[config.mk]
export PLATFORM = sky130hd
export DESIGN_NAME = canopen_node
export DESIGN_NICKNAME = d
export VERILOG_FILES = /design/src/rtl/canopen_node.v /design/src/rtl/tick_counter.v
export VERILOG_INCLUDE_DIRS = /design/src /design/src/include
export SDC_FILE = /design/constraint.sdc
export NUM_CORES = 2
export LEC_CHECK = 0
export ABC_AREA = 1
export BUFFER_PORTS_ARGS = -buffer_cell sky130_fd_sc_hd__buf_4
export CORE_ASPECT_RATIO = 1.1
export CORE_UTILIZATION = 35
export DETAILED_ROUTE_END_ITERATION = 16
export PLACE_DENSITY = 0.64
export SYNTH_ARGS = -nofsm -noshare
export SYNTH_HDL_FRONTEND = slang
export SYNTH_HIERARCHICAL = 1
export SYNTH_SLANG_ARGS = --single-unit
[constraint.sdc]
create_clock -name clock -period 24.1 [get_ports clock]
set_clock_uncertainty 0.2 [all_clocks]
set_input_delay 4.82 -clock clock [delete_from_list [all_inputs] [get_ports clock]]
set_output_delay 4.82 -clock clock [all_outputs]
set_load 0.05 [all_outputs]
[src/include/canopen_node_regs.vh]
// object dictionary indices, field positions, codes and timing counts of the node
`ifndef CANOPEN_NODE_REGS_VH
`define CANOPEN_NODE_REGS_VH
// ****************************************
// object indices
// ****************************************
`define OBJ_ERROR_SUMMARY   16'h1001
`define OBJ_ERROR_HISTORY   16'h1003
`define OBJ_SYNC_ID         16'h1005
`define OBJ_SYNC_PERIOD     16'h1006
`define OBJ_EMCY_ID         16'h1014
`define OBJ_DRIVE_ERROR     16'h603f
// ****************************************
// reset values and field positions
// ****************************************
`define SYNC_ID_RESET       32'h00000080
`define SYNC_PERIOD_RESET   32'h00000000
`define EMCY_ID_RESET       32'h00000000
`define SYNC_GEN_BIT        30
`define EMCY_OFF_BIT        31
`define HISTORY_DEPTH       4
`define TPDO_TYPE_MAX       8'hf0
// ****************************************
// frame identifiers
// ****************************************
`define SDO_RX_BASE         11'h600
`define SDO_TX_BASE         11'h580
`define EMCY_BASE           11'h080
`define FRAME_DLC           4'h8
// ****************************************
// sdo command specifiers and replies
// ****************************************
`define CCS_DL_SEG          3'h0
`define CCS_DL_INIT         3'h1
`define CCS_UL_INIT         3'h2
`define CCS_ABORT           3'h4
`define RSP_DL_OK           8'h60
`define RSP_SEG_OK          8'h20
`define RSP_ABORT           8'h80
`define ABORT_TOGGLE        32'h05030000
`define ABORT_COMMAND       32'h05040001
`define ABORT_READ_ONLY     32'h06010002
`define ABORT_NO_OBJECT     32'h06020000
`define ABORT_LENGTH        32'h06070010
`define ABORT_NO_SUB        32'h06090011
`define ABORT_VALUE         32'h06090030
`define ABORT_TOO_LOW       32'h06090032
// ****************************************
// emergency codes
// ****************************************
`define EMCY_USER_CODE      16'hff00
`define KIND_COMM           2'h0
`define KIND_DRIVE          2'h1
`define KIND_USER           2'h2
// ****************************************
// timing
// ****************************************
`define CLOCK_PERIOD_NS     8
`define TICK_TIME_NS        1000
`define TICK_CYCLES         (`TICK_TIME_NS / `CLOCK_PERIOD_NS)
`define SYNC_MIN_PERIOD_US  500
`endif

[src/rtl/canopen_node.v]
// sync, emergency and sdo server layer of a canopen slave node
`timescale 1ns/1ps
`include "canopen_node_regs.vh"
module canopen_node (
	input  wire        clock,
	input  wire        rst,
	input  wire [6:0]  station_number,
	input  wire        rx_valid,
	input  wire [10:0] rx_id,
	input  wire [3:0]  rx_dlc,
	input  wire [63:0] rx_data,
	input  wire        tx_ready,
	output reg         tx_valid,
	output reg  [10:0] tx_id,
	output reg  [3:0]  tx_dlc,
	output reg  [63:0] tx_data,
	input  wire        fault_event,
	input  wire [1:0]  fault_kind,
	input  wire [7:0]  fault_class,
	input  wire [15:0] fault_code,
	input  wire [31:0] fault_aux,
	input  wire        fault_clear,
	input  wire        rpdo_load,
	input  wire [63:0] rpdo_data,
	output reg         rpdo_app_strobe,
	output reg  [63:0] rpdo_app_data,
	input  wire [7:0]  tpdo_type,
	input  wire [3:0]  tpdo_id_base,
	input  wire [3:0]  tpdo_dlc,
	input  wire [63:0] tpdo_data,
	input  wire        tpdo_data_changed,
	output reg         sync_pulse
);
	// ****************************************
	// object dictionary storage
	// ****************************************
	reg  [7:0]  error_summary;
	reg  [31:0] error_history [0:`HISTORY_DEPTH-1];
	reg  [2:0]  history_count;
	reg  [31:0] sync_identifier;
	reg  [31:0] sync_period;
	reg  [31:0] emergency_identifier;
	reg  [15:0] last_drive_error_code;
	// ****************************************
	// sync generation and consumption
	// ****************************************
	wire        us_tick;
	wire        period_hit;
	wire        tpdo_count_hit;
	wire        gen_active;
	wire        rx_sync;
	wire        sync_event;
	wire        tpdo_cyclic;
	wire [7:0]  tick_limit;

	// clocks per microsecond, cut to the divider width on purpose
	localparam [31:0] TICK_WIDE = `TICK_CYCLES;
	assign tick_limit = TICK_WIDE[7:0];
	assign gen_active  = sync_identifier[`SYNC_GEN_BIT] && (sync_period >= `SYNC_MIN_PERIOD_US);
	assign rx_sync     = rx_valid && (rx_id == sync_identifier[10:0]);
	assign sync_event  = rx_sync || (period_hit && gen_active);
	assign tpdo_cyclic = (tpdo_type != 8'h00) && (tpdo_type <= `TPDO_TYPE_MAX);

	tick_counter #(.W(8)) us_divider (
		.clock  (clock),
		.rst    (rst),
		.enable (1'b1),
		.step   (1'b1),
		.limit  (tick_limit),
		.hit    (us_tick)
	);

	tick_counter #(.W(32)) sync_timer (
		.clock  (clock),
		.rst    (rst),
		.enable (gen_active),
		.step   (us_tick),
		.limit  (sync_period),
		.hit    (period_hit)
	);

	tick_counter #(.W(8)) tpdo_sync_count (
		.clock  (clock),
		.rst    (rst),
		.enable (tpdo_cyclic),
		.step   (sync_event),
		.limit  (tpdo_type),
		.hit    (tpdo_count_hit)
	);

	// ****************************************
	// object lookup
	// ****************************************
	reg         seg_active;
	reg         seg_toggle;
	reg  [15:0] seg_index;
	reg  [7:0]  seg_sub;
	reg  [31:0] seg_value;
	reg  [3:0]  seg_count;
	wire [7:0]  req_cmd;
	wire [2:0]  req_ccs;
	wire [15:0] req_index;
	wire [7:0]  req_sub;
	wire [31:0] req_value;
	wire        sdo_req;
	wire [15:0] lk_index;
	wire [7:0]  lk_sub;
	reg         obj_ok;
	reg         obj_sub_ok;
	reg         obj_wr;
	reg  [2:0]  obj_len;
	reg  [31:0] obj_val;

	assign req_cmd   = rx_data[7:0];
	assign req_ccs   = rx_data[7:5];
	assign req_index = rx_data[23:8];
	assign req_sub   = rx_data[31:24];
	assign req_value = rx_data[63:32];
	assign sdo_req   = rx_valid && (rx_id == `SDO_RX_BASE + {4'h0, station_number}) && (rx_dlc == `FRAME_DLC);
	assign lk_index  = (req_ccs == `CCS_DL_SEG) ? seg_index : req_index;
	assign lk_sub    = (req_ccs == `CCS_DL_SEG) ? seg_sub : req_sub;

	always @* begin
		obj_ok     = 1'b1;
		obj_sub_ok = (lk_sub == 8'h00);
		obj_wr     = 1'b0;
		obj_len    = 3'h4;
		obj_val    = 32'h00000000;
		case (lk_index)
			`OBJ_ERROR_SUMMARY: begin
				obj_len = 3'h1;
				obj_val = {24'h000000, error_summary};
			end
			`OBJ_ERROR_HISTORY: begin
				obj_sub_ok = (lk_sub <= `HISTORY_DEPTH);
				if (lk_sub == 8'h00) begin
					obj_wr  = 1'b1;
					obj_len = 3'h1;
					obj_val = {29'h00000000, history_count};
				end else if (obj_sub_ok) begin
					obj_val = error_history[lk_sub[1:0] - 2'h1];
				end
			end
			`OBJ_SYNC_ID: begin
				obj_wr  = 1'b1;
				obj_val = sync_identifier;
			end
			`OBJ_SYNC_PERIOD: begin
				obj_wr  = 1'b1;
				obj_val = sync_period;
			end
			`OBJ_EMCY_ID: begin
				obj_wr  = 1'b1;
				obj_val = emergency_identifier;
			end
			`OBJ_DRIVE_ERROR: begin
				obj_len = 3'h2;
				obj_val = {16'h0000, last_drive_error_code};
			end
			default: obj_ok = 1'b0;
		endcase
	end

	// ****************************************
	// sdo request decode
	// ****************************************
	reg  [31:0] abort_code;
	reg  [63:0] next_resp;
	reg         resp_send;
	reg         wr_en;
	reg  [31:0] wr_val;
	reg  [2:0]  wr_len;
	reg         next_seg_active;
	reg         next_seg_toggle;
	reg  [31:0] next_seg_value;
	reg  [3:0]  next_seg_count;
	reg  [4:0]  seg_total;
	reg  [3:0]  seg_n;
	reg  [1:0]  up_gap;
	integer     i;

	always @* begin
		abort_code      = 32'h00000000;
		next_resp       = 64'h0;
		resp_send       = sdo_req;
		wr_en           = 1'b0;
		wr_val          = req_value;
		wr_len          = 3'h4 - {1'b0, req_cmd[3:2]};
		next_seg_active = seg_active;
		next_seg_toggle = seg_toggle;
		next_seg_value  = seg_value;
		next_seg_count  = seg_count;
		seg_n           = 4'h7 - {1'b0, req_cmd[3:1]};
		seg_total       = {1'b0, seg_count} + {1'b0, seg_n};
		up_gap          = 2'h0;
		case (req_ccs)
			`CCS_UL_INIT: begin
				if (!obj_ok)
					abort_code = `ABORT_NO_OBJECT;
				else if (!obj_sub_ok)
					abort_code = `ABORT_NO_SUB;
				else begin
					// unused byte count is four less the length, modulo four
					up_gap    = 2'h0 - obj_len[1:0];
					next_resp = {obj_val, req_sub, req_index, 4'h4, up_gap, 2'b11};
				end
			end
			`CCS_DL_INIT: begin
				next_seg_active = 1'b0;
				if (!obj_ok)
					abort_code = `ABORT_NO_OBJECT;
				else if (!obj_sub_ok)
					abort_code = `ABORT_NO_SUB;
				else if (!obj_wr)
					abort_code = `ABORT_READ_ONLY;
				else if (req_cmd[1]) begin
					if (req_cmd[0] && wr_len != obj_len)
						abort_code = `ABORT_LENGTH;
					else
						wr_en = 1'b1;
				end else begin
					next_seg_active = 1'b1;
					next_seg_toggle = 1'b0;
					next_seg_value  = 32'h00000000;
					next_seg_count  = 4'h0;
					next_resp       = {32'h00000000, req_sub, req_index, `RSP_DL_OK};
				end
			end
			`CCS_DL_SEG: begin
				if (!seg_active)
					abort_code = `ABORT_COMMAND;
				else if (req_cmd[4] != seg_toggle)
					abort_code = `ABORT_TOGGLE;
				else begin
					for (i = 0; i < 7; i = i + 1)
						if (i < seg_n && seg_count + i < 4)
							next_seg_value[(seg_count + i) * 8 +: 8] = rx_data[8 + i * 8 +: 8];
					next_seg_count  = seg_total[4] ? 4'hf : seg_total[3:0];
					next_seg_toggle = !seg_toggle;
					next_resp       = {56'h0, `RSP_SEG_OK | {3'h0, seg_toggle, 4'h0}};
					if (req_cmd[0]) begin
						next_seg_active = 1'b0;
						wr_val          = next_seg_value;
						wr_len          = next_seg_count[2:0];
						if (next_seg_count != {1'b0, obj_len})
							abort_code = `ABORT_LENGTH;
						else
							wr_en = 1'b1;
					end
				end
			end
			`CCS_ABORT: begin
				resp_send       = 1'b0;
				next_seg_active = 1'b0;
			end
			default: abort_code = `ABORT_COMMAND;
		endcase
		if (wr_en) begin
			if (lk_index == `OBJ_SYNC_PERIOD && wr_val != 32'h0 && wr_val < `SYNC_MIN_PERIOD_US)
				abort_code = `ABORT_TOO_LOW;
			else if (lk_index == `OBJ_ERROR_HISTORY && wr_val[7:0] != 8'h00)
				abort_code = `ABORT_VALUE;
			if (abort_code != 32'h0)
				wr_en = 1'b0;
			else if (req_ccs == `CCS_DL_INIT)
				next_resp = {32'h00000000, req_sub, req_index, `RSP_DL_OK};
		end
		if (abort_code != 32'h0) begin
			next_seg_active = 1'b0;
			next_resp       = {abort_code, req_sub, req_index, `RSP_ABORT};
		end
	end

	// ****************************************
	// dictionary writes and fault recording
	// ****************************************
	reg  [7:0]  next_summary;
	reg  [15:0] emcy_code;
	reg  [31:0] emcy_aux;
	reg  [63:0] emcy_frame;
	reg         emcy_set;
	integer     k;

	always @* begin
		next_summary = error_summary | fault_class | 8'h01;
		emcy_set     = fault_event && !emergency_identifier[`EMCY_OFF_BIT];
		case (fault_kind)
			`KIND_DRIVE: begin
				emcy_code = fault_code;
				emcy_aux  = fault_aux;
			end
			`KIND_USER: begin
				emcy_code = `EMCY_USER_CODE;
				emcy_aux  = fault_aux;
			end
			default: begin
				emcy_code = fault_code;
				emcy_aux  = 32'h00000000;
			end
		endcase
	end

	always @(posedge clock or posedge rst) begin
		if (rst) begin
			error_summary         <= 8'h00;
			history_count         <= 3'h0;
			sync_identifier       <= `SYNC_ID_RESET;
			sync_period           <= `SYNC_PERIOD_RESET;
			emergency_identifier  <= `EMCY_ID_RESET;
			last_drive_error_code <= 16'h0000;
			emcy_frame            <= 64'h0;
			seg_active            <= 1'b0;
			seg_toggle            <= 1'b0;
			seg_index             <= 16'h0000;
			seg_sub               <= 8'h00;
			seg_value             <= 32'h00000000;
			seg_count             <= 4'h0;
			for (k = 0; k < `HISTORY_DEPTH; k = k + 1)
				error_history[k] <= 32'h00000000;
		end else begin
			if (sdo_req) begin
				seg_active <= next_seg_active;
				seg_toggle <= next_seg_toggle;
				seg_value  <= next_seg_value;
				seg_count  <= next_seg_count;
				if (req_ccs == `CCS_DL_INIT) begin
					seg_index <= req_index;
					seg_sub   <= req_sub;
				end
			end
			if (sdo_req && wr_en) begin
				case (lk_index)
					`OBJ_SYNC_ID:     sync_identifier      <= wr_val;
					`OBJ_SYNC_PERIOD: sync_period          <= wr_val;
					`OBJ_EMCY_ID:     emergency_identifier <= wr_val;
					default:          history_count        <= 3'h0;
				endcase
			end
			if (fault_clear && !fault_event)
				error_summary <= 8'h00;
			if (fault_event) begin
				error_summary <= next_summary;
				error_history[0] <= {fault_aux[15:0], emcy_code};
				for (k = 1; k < `HISTORY_DEPTH; k = k + 1)
					error_history[k] <= error_history[k-1];
				if (history_count < `HISTORY_DEPTH)
					history_count <= history_count + 3'h1;
				if (fault_kind == `KIND_DRIVE)
					last_drive_error_code <= fault_code;
				emcy_frame <= {emcy_aux, 8'h00, next_summary, emcy_code};
			end
		end
	end

	// ****************************************
	// pdo timing and frame transmission
	// ****************************************
	reg         rpdo_held;
	reg  [63:0] rpdo_buffer;
	reg         tpdo_changed;
	reg         sync_pending;
	reg         emcy_pending;
	reg         tpdo_pending;
	reg         sdo_pending;
	reg  [63:0] sdo_resp;
	wire        tx_free;
	wire        grant_sync;
	wire        grant_emcy;
	wire        grant_tpdo;
	wire        grant_sdo;
	wire        tpdo_set;

	assign tx_free    = !tx_valid || tx_ready;
	assign grant_sync = tx_free && sync_pending;
	assign grant_emcy = tx_free && !sync_pending && emcy_pending;
	assign grant_tpdo = tx_free && !sync_pending && !emcy_pending && tpdo_pending;
	assign grant_sdo  = tx_free && !sync_pending && !emcy_pending && !tpdo_pending && sdo_pending;
	assign tpdo_set   = (tpdo_type == 8'h00) ? (sync_event && tpdo_changed) : tpdo_count_hit;

	always @(posedge clock or posedge rst) begin
		if (rst) begin
			rpdo_held       <= 1'b0;
			rpdo_buffer     <= 64'h0;
			rpdo_app_strobe <= 1'b0;
			rpdo_app_data   <= 64'h0;
			tpdo_changed    <= 1'b0;
			sync_pending    <= 1'b0;
			emcy_pending    <= 1'b0;
			tpdo_pending    <= 1'b0;
			sdo_pending     <= 1'b0;
			sdo_resp        <= 64'h0;
			sync_pulse      <= 1'b0;
			tx_valid        <= 1'b0;
			tx_id           <= 11'h000;
			tx_dlc          <= 4'h0;
			tx_data         <= 64'h0;
		end else begin
			sync_pulse      <= sync_event;
			rpdo_app_strobe <= 1'b0;
			if (rpdo_load) begin
				rpdo_held   <= 1'b1;
				rpdo_buffer <= rpdo_data;
			end
			if (sync_event && rpdo_held) begin
				rpdo_app_strobe <= 1'b1;
				rpdo_app_data   <= rpdo_buffer;
				rpdo_held       <= rpdo_load;
			end
			tpdo_changed <= tpdo_data_changed || (tpdo_changed && !(tpdo_type == 8'h00 && sync_event));
			sync_pending <= (period_hit && gen_active) || (sync_pending && !grant_sync);
			emcy_pending <= emcy_set || (emcy_pending && !grant_emcy);
			tpdo_pending <= tpdo_set || (tpdo_pending && !grant_tpdo);
			sdo_pending  <= (sdo_req && resp_send) || (sdo_pending && !grant_sdo);
			if (sdo_req && resp_send)
				sdo_resp <= next_resp;
			if (tx_valid && tx_ready)
				tx_valid <= 1'b0;
			if (grant_sync) begin
				tx_valid <= 1'b1;
				tx_id    <= sync_identifier[10:0];
				tx_dlc   <= 4'h0;
				tx_data  <= 64'h0;
			end else if (grant_emcy) begin
				tx_valid <= 1'b1;
				tx_id    <= `EMCY_BASE + {4'h0, station_number};
				tx_dlc   <= `FRAME_DLC;
				tx_data  <= emcy_frame;
			end else if (grant_tpdo) begin
				tx_valid <= 1'b1;
				tx_id    <= {tpdo_id_base, station_number};
				tx_dlc   <= tpdo_dlc;
				tx_data  <= tpdo_data;
			end else if (grant_sdo) begin
				tx_valid <= 1'b1;
				tx_id    <= `SDO_TX_BASE + {4'h0, station_number};
				tx_dlc   <= `FRAME_DLC;
				tx_data  <= sdo_resp;
			end
		end
	end
endmodule

[src/rtl/tick_counter.v]
// step counter that pulses once every limit steps
`timescale 1ns/1ps
module tick_counter #(
	parameter W = 8
) (
	input  wire         clock,
	input  wire         rst,
	input  wire         enable,
	input  wire         step,
	input  wire [W-1:0] limit,
	output reg          hit
);
	reg [W-1:0] count;

	always @(posedge clock or posedge rst) begin
		if (rst) begin
			count <= {W{1'b0}};
			hit   <= 1'b0;
		end else begin
			hit <= 1'b0;
			if (!enable) begin
				count <= {W{1'b0}};
			end else if (step) begin
				if ({1'b0, count} + {{W{1'b0}}, 1'b1} >= {1'b0, limit}) begin
					count <= {W{1'b0}};
					hit   <= 1'b1;
				end else begin
					count <= count + {{(W-1){1'b0}}, 1'b1};
				end
			end
		end
	end
endmodule

==> results.yml <==
timing:
  hold_violations: 0
  tns_ns: 0
  drv_slew: 0
  period_needed_ns: 9.45
  rsz0062_at_grt: "no"
  tightestPinTransition_ns: 1.12
  fmax_ghz: 0.106
  finalCritPeriodShare_pct: 39.2
  setup_viol: 0
  slew_headroom_pct: 25.2
floorplan:
  start_util_pct: 35.3
  pin_count: 442
  die_w_um: 318
  rows: 127
  core_sq_um: 109000
  dieArea_sq_um: 111000
  fp.dieH_um: 350
worst_hold_path:
  worst_hold_path_type: "register to register"
  hold_path_end: "emcy_frame[16]"
  whs_path_depth: 2
  hp-start: "emcy_frame[16]"
pwr:
  powerDensity_nw_per_um2: 60.9
  power.leakage_nw: 23.7
  vdd_drop_max_uv: 57.8
clocking:
  hold_buffers: 0
  clockRootBuffer: "clkbuf_16"
  cts_tree: "built"
  cts_buffers: 78
  post_cts_buffers: 0
  ctsLongestPathBuffers: 3
  cts.sinks: 683
  clk_pin_slew_ns: 0.06
  clk_latency_ns: 0.67
  post_cts_resize_count: 0
  htreeDepth: 3
synthesis:
  yosysSeqAreaShare_pct: 44.4
  synth_async_sr_flop_share_pct: 100
  synth_ff_type: "dfrtp_1"
  synth_area_leaders: "dfrtp_1, nand2_1, inv_1"
  synth_seq_cells: 683
  yosys.area.top_type_share_pct: 44.3
  synth_commonest_cells: "nand2_1, inv_1, dfrtp_1"
  syn_area_sq_um: 38500
  synth_edf_count: 0
  synth_largest_area_cell: "dfrtp_1"
  yosysWarnings: 6
  ys_types: 67
  synthCells: 5226
  yosysMostFrequentCell: "nand2_1"
  avgSynthCellArea_sq_um: 7.37
detailed_routing:
  vias: 37151
  wl_mm: 148
  wl_per_cell_um: 20.9
  ant_nets: 0
  drtIter0Drc: 3688
  dr.pass1.iters: 6
  via_per_inst: 5.25
  drc_errors: 0
run_status:
  status: "completed"
worst_setup_path:
  ff2ff_setup_slack_ns: 17.28
  critPathSlowestCell: "nor2_4"
  crit_chain: "buf_4 > nor2_4 > nand2_4 > inv_2 > nand4_1 > o21ai_0 > nand3_1 > buf_4 > inv_2 > nand3_2 > nand2_1 > o21ai_1 > a21oi_2 > nand3_1 > a22oi_2 > nand3_4 > nor2_4 > o21ai_0"
  critPathMaxStageDelay_ns: 0.94
  arrival_ns: 9.71
  crit_path_end_kind: "register"
  worstSetupStartpointType: "primary input"
  cp_max_fo: 54
  cp_data_required_time_ns: 24.36
  r2r-end: "sync_period[22]"
  rr_worst_depth: 30
  worstSetupPathType: "primary input to register"
  worstReg2RegStart: "seg_count[0]"
global_routing:
  antenna_found_initial: 11
  grt-ovfl-total: 0
  grt_pass1_wl_mm: 221
  track_usage_pct: 26.1
  grt_max_degree: 130
  grt_pass1_vias: 35288
cells_and_area:
  nets: 5961
  seq_area_sq_um: 17100
  drive_gt1_share_pct: 13.6
  area_delta_synth_final_pct: 18.8
  fillers: 11269
  utilization_pct: 42.0
  multi_input_area_sq_um: 17500
flow_run:
  maxCapViolCount: 0
placed_design:
  dp_hpwl_mm: 112
  routabilityCongestion: 0.976
  portBuffers: 440
-- state kept, by name, summed over array words and instances (netlist names), 40 cells and up --
signal	count
emcy_frame	40
rpdo_buffer	64
sdo_resp	63
error_history	128
tx_data	64
rpdo_app_data	64
-- worst max path at each step --
stage	start	to	slack [ns]	depth (start not counted)
after floorplan	rst	emcy_frame[16]	1.38	1
after global placement	rx_data[6]	sync_period[25]	14.26	18
after detailed placement	rx_data[6]	sync_period[16]	14.18	18
after CTS	rx_data[6]	sync_period[22]	14.87	18
after global routing	rx_data[6]	sync_period[24]	14.37	18
final	rx_data[6]	sync_period[22]	14.65	18
-- per-stage QoR --
stage / hold WS [ns] / power (W) / cell area [sq um] / worst slack [ns] / std cells
floorplan: 0.223 / 0.00142 / 38600 / 1.38 / 5236
global placement: 0.238 / 0.00155 / 43100 / 14.26 / 6922
finish: 0.260 / 0.00279 / 45800 / 14.65 / 7073
global route: 0.304 / 0.00290 / 45800 / 14.37 / 7071
detailed placement: 0.248 / 0.00156 / 43100 / 14.18 / 6922
CTS: 0.263 / 0.00281 / 45800 / 14.87 / 7067
-- critical path: cells and delay by family --
kind                   cells  cell delay (ns)
buffers and inverters      4             1.02
and+or+nand+nor            9             2.74
AOI/OAI and AO/OA          5             1.09
-- layout make-up --
type                            instances  share of cell area, %
Tap cell                             1419                   3.88
Inverter                              806                   6.63
Antenna cell                            6                 0.0328
Timing Repair Buffer                  486                   7.97
Sequential cell                       683                   37.4
Clock buffer                          104                   4.74
Clock inverter                         41                   1.10
Multi-Input combinational cell       3528                   38.3
-- cells by family after synthesis --
group                      after synthesis  share of synthesized area [%]
and+or+nand+nor                       2399                           26.4
buffers and inverters                 1025                           10.3
AOI/OAI and AO/OA                      999                           15.4
DFF                                    683                           44.4
adders and majority gates               82                           2.68
xor gates and xnor gates                35                          0.796
other                                    2                         0.0195
muxes                                    1                         0.0292
-- routing by layer --
metal | global-route usage [%] | wire [um] | up-vias | part of all wire (%)
met4 | 12.6 | 7540 | 10 | 5.1
met3 | 4.75 | 11600 | 283 | 7.8
met2 | 40.9 | 66400 | 1499 | 45
met5 | 0 | 62 | - | 0.042
met1 | 34.7 | 62000 | 17773 | 42
li1 | - | - | 17586 | -
-- layout by cell type, fill, tap and decap left out, types with 18 or more instances in the layout --
cell type,count
nand2_2,18
inv_1,781
o221ai_1,23
dfrtp_1,680
nor2_1,297
buf_4,486
clkbuf_16,78
o21ai_2,31
nand2_1,1520
ha_1,81
o21ai_1,26
nor2_2,22
xor2_1,27
o21ai_0,564
nand3_1,353
o22ai_1,100
nand4_1,64
a32o_1,55
clkinv_2,20
a21oi_1,93
nor3_1,52
-- report_power, final --
part	internal, W	switching [W]	leakage [nW]
Clock	0.000719	0.000527	1.31
Combinational	0.0000958	0.000209	14.1
Sequential	0.00120	0.0000316	8.22
Total	0.00202	0.000768	23.7
(Power assumes the default switching activity.)
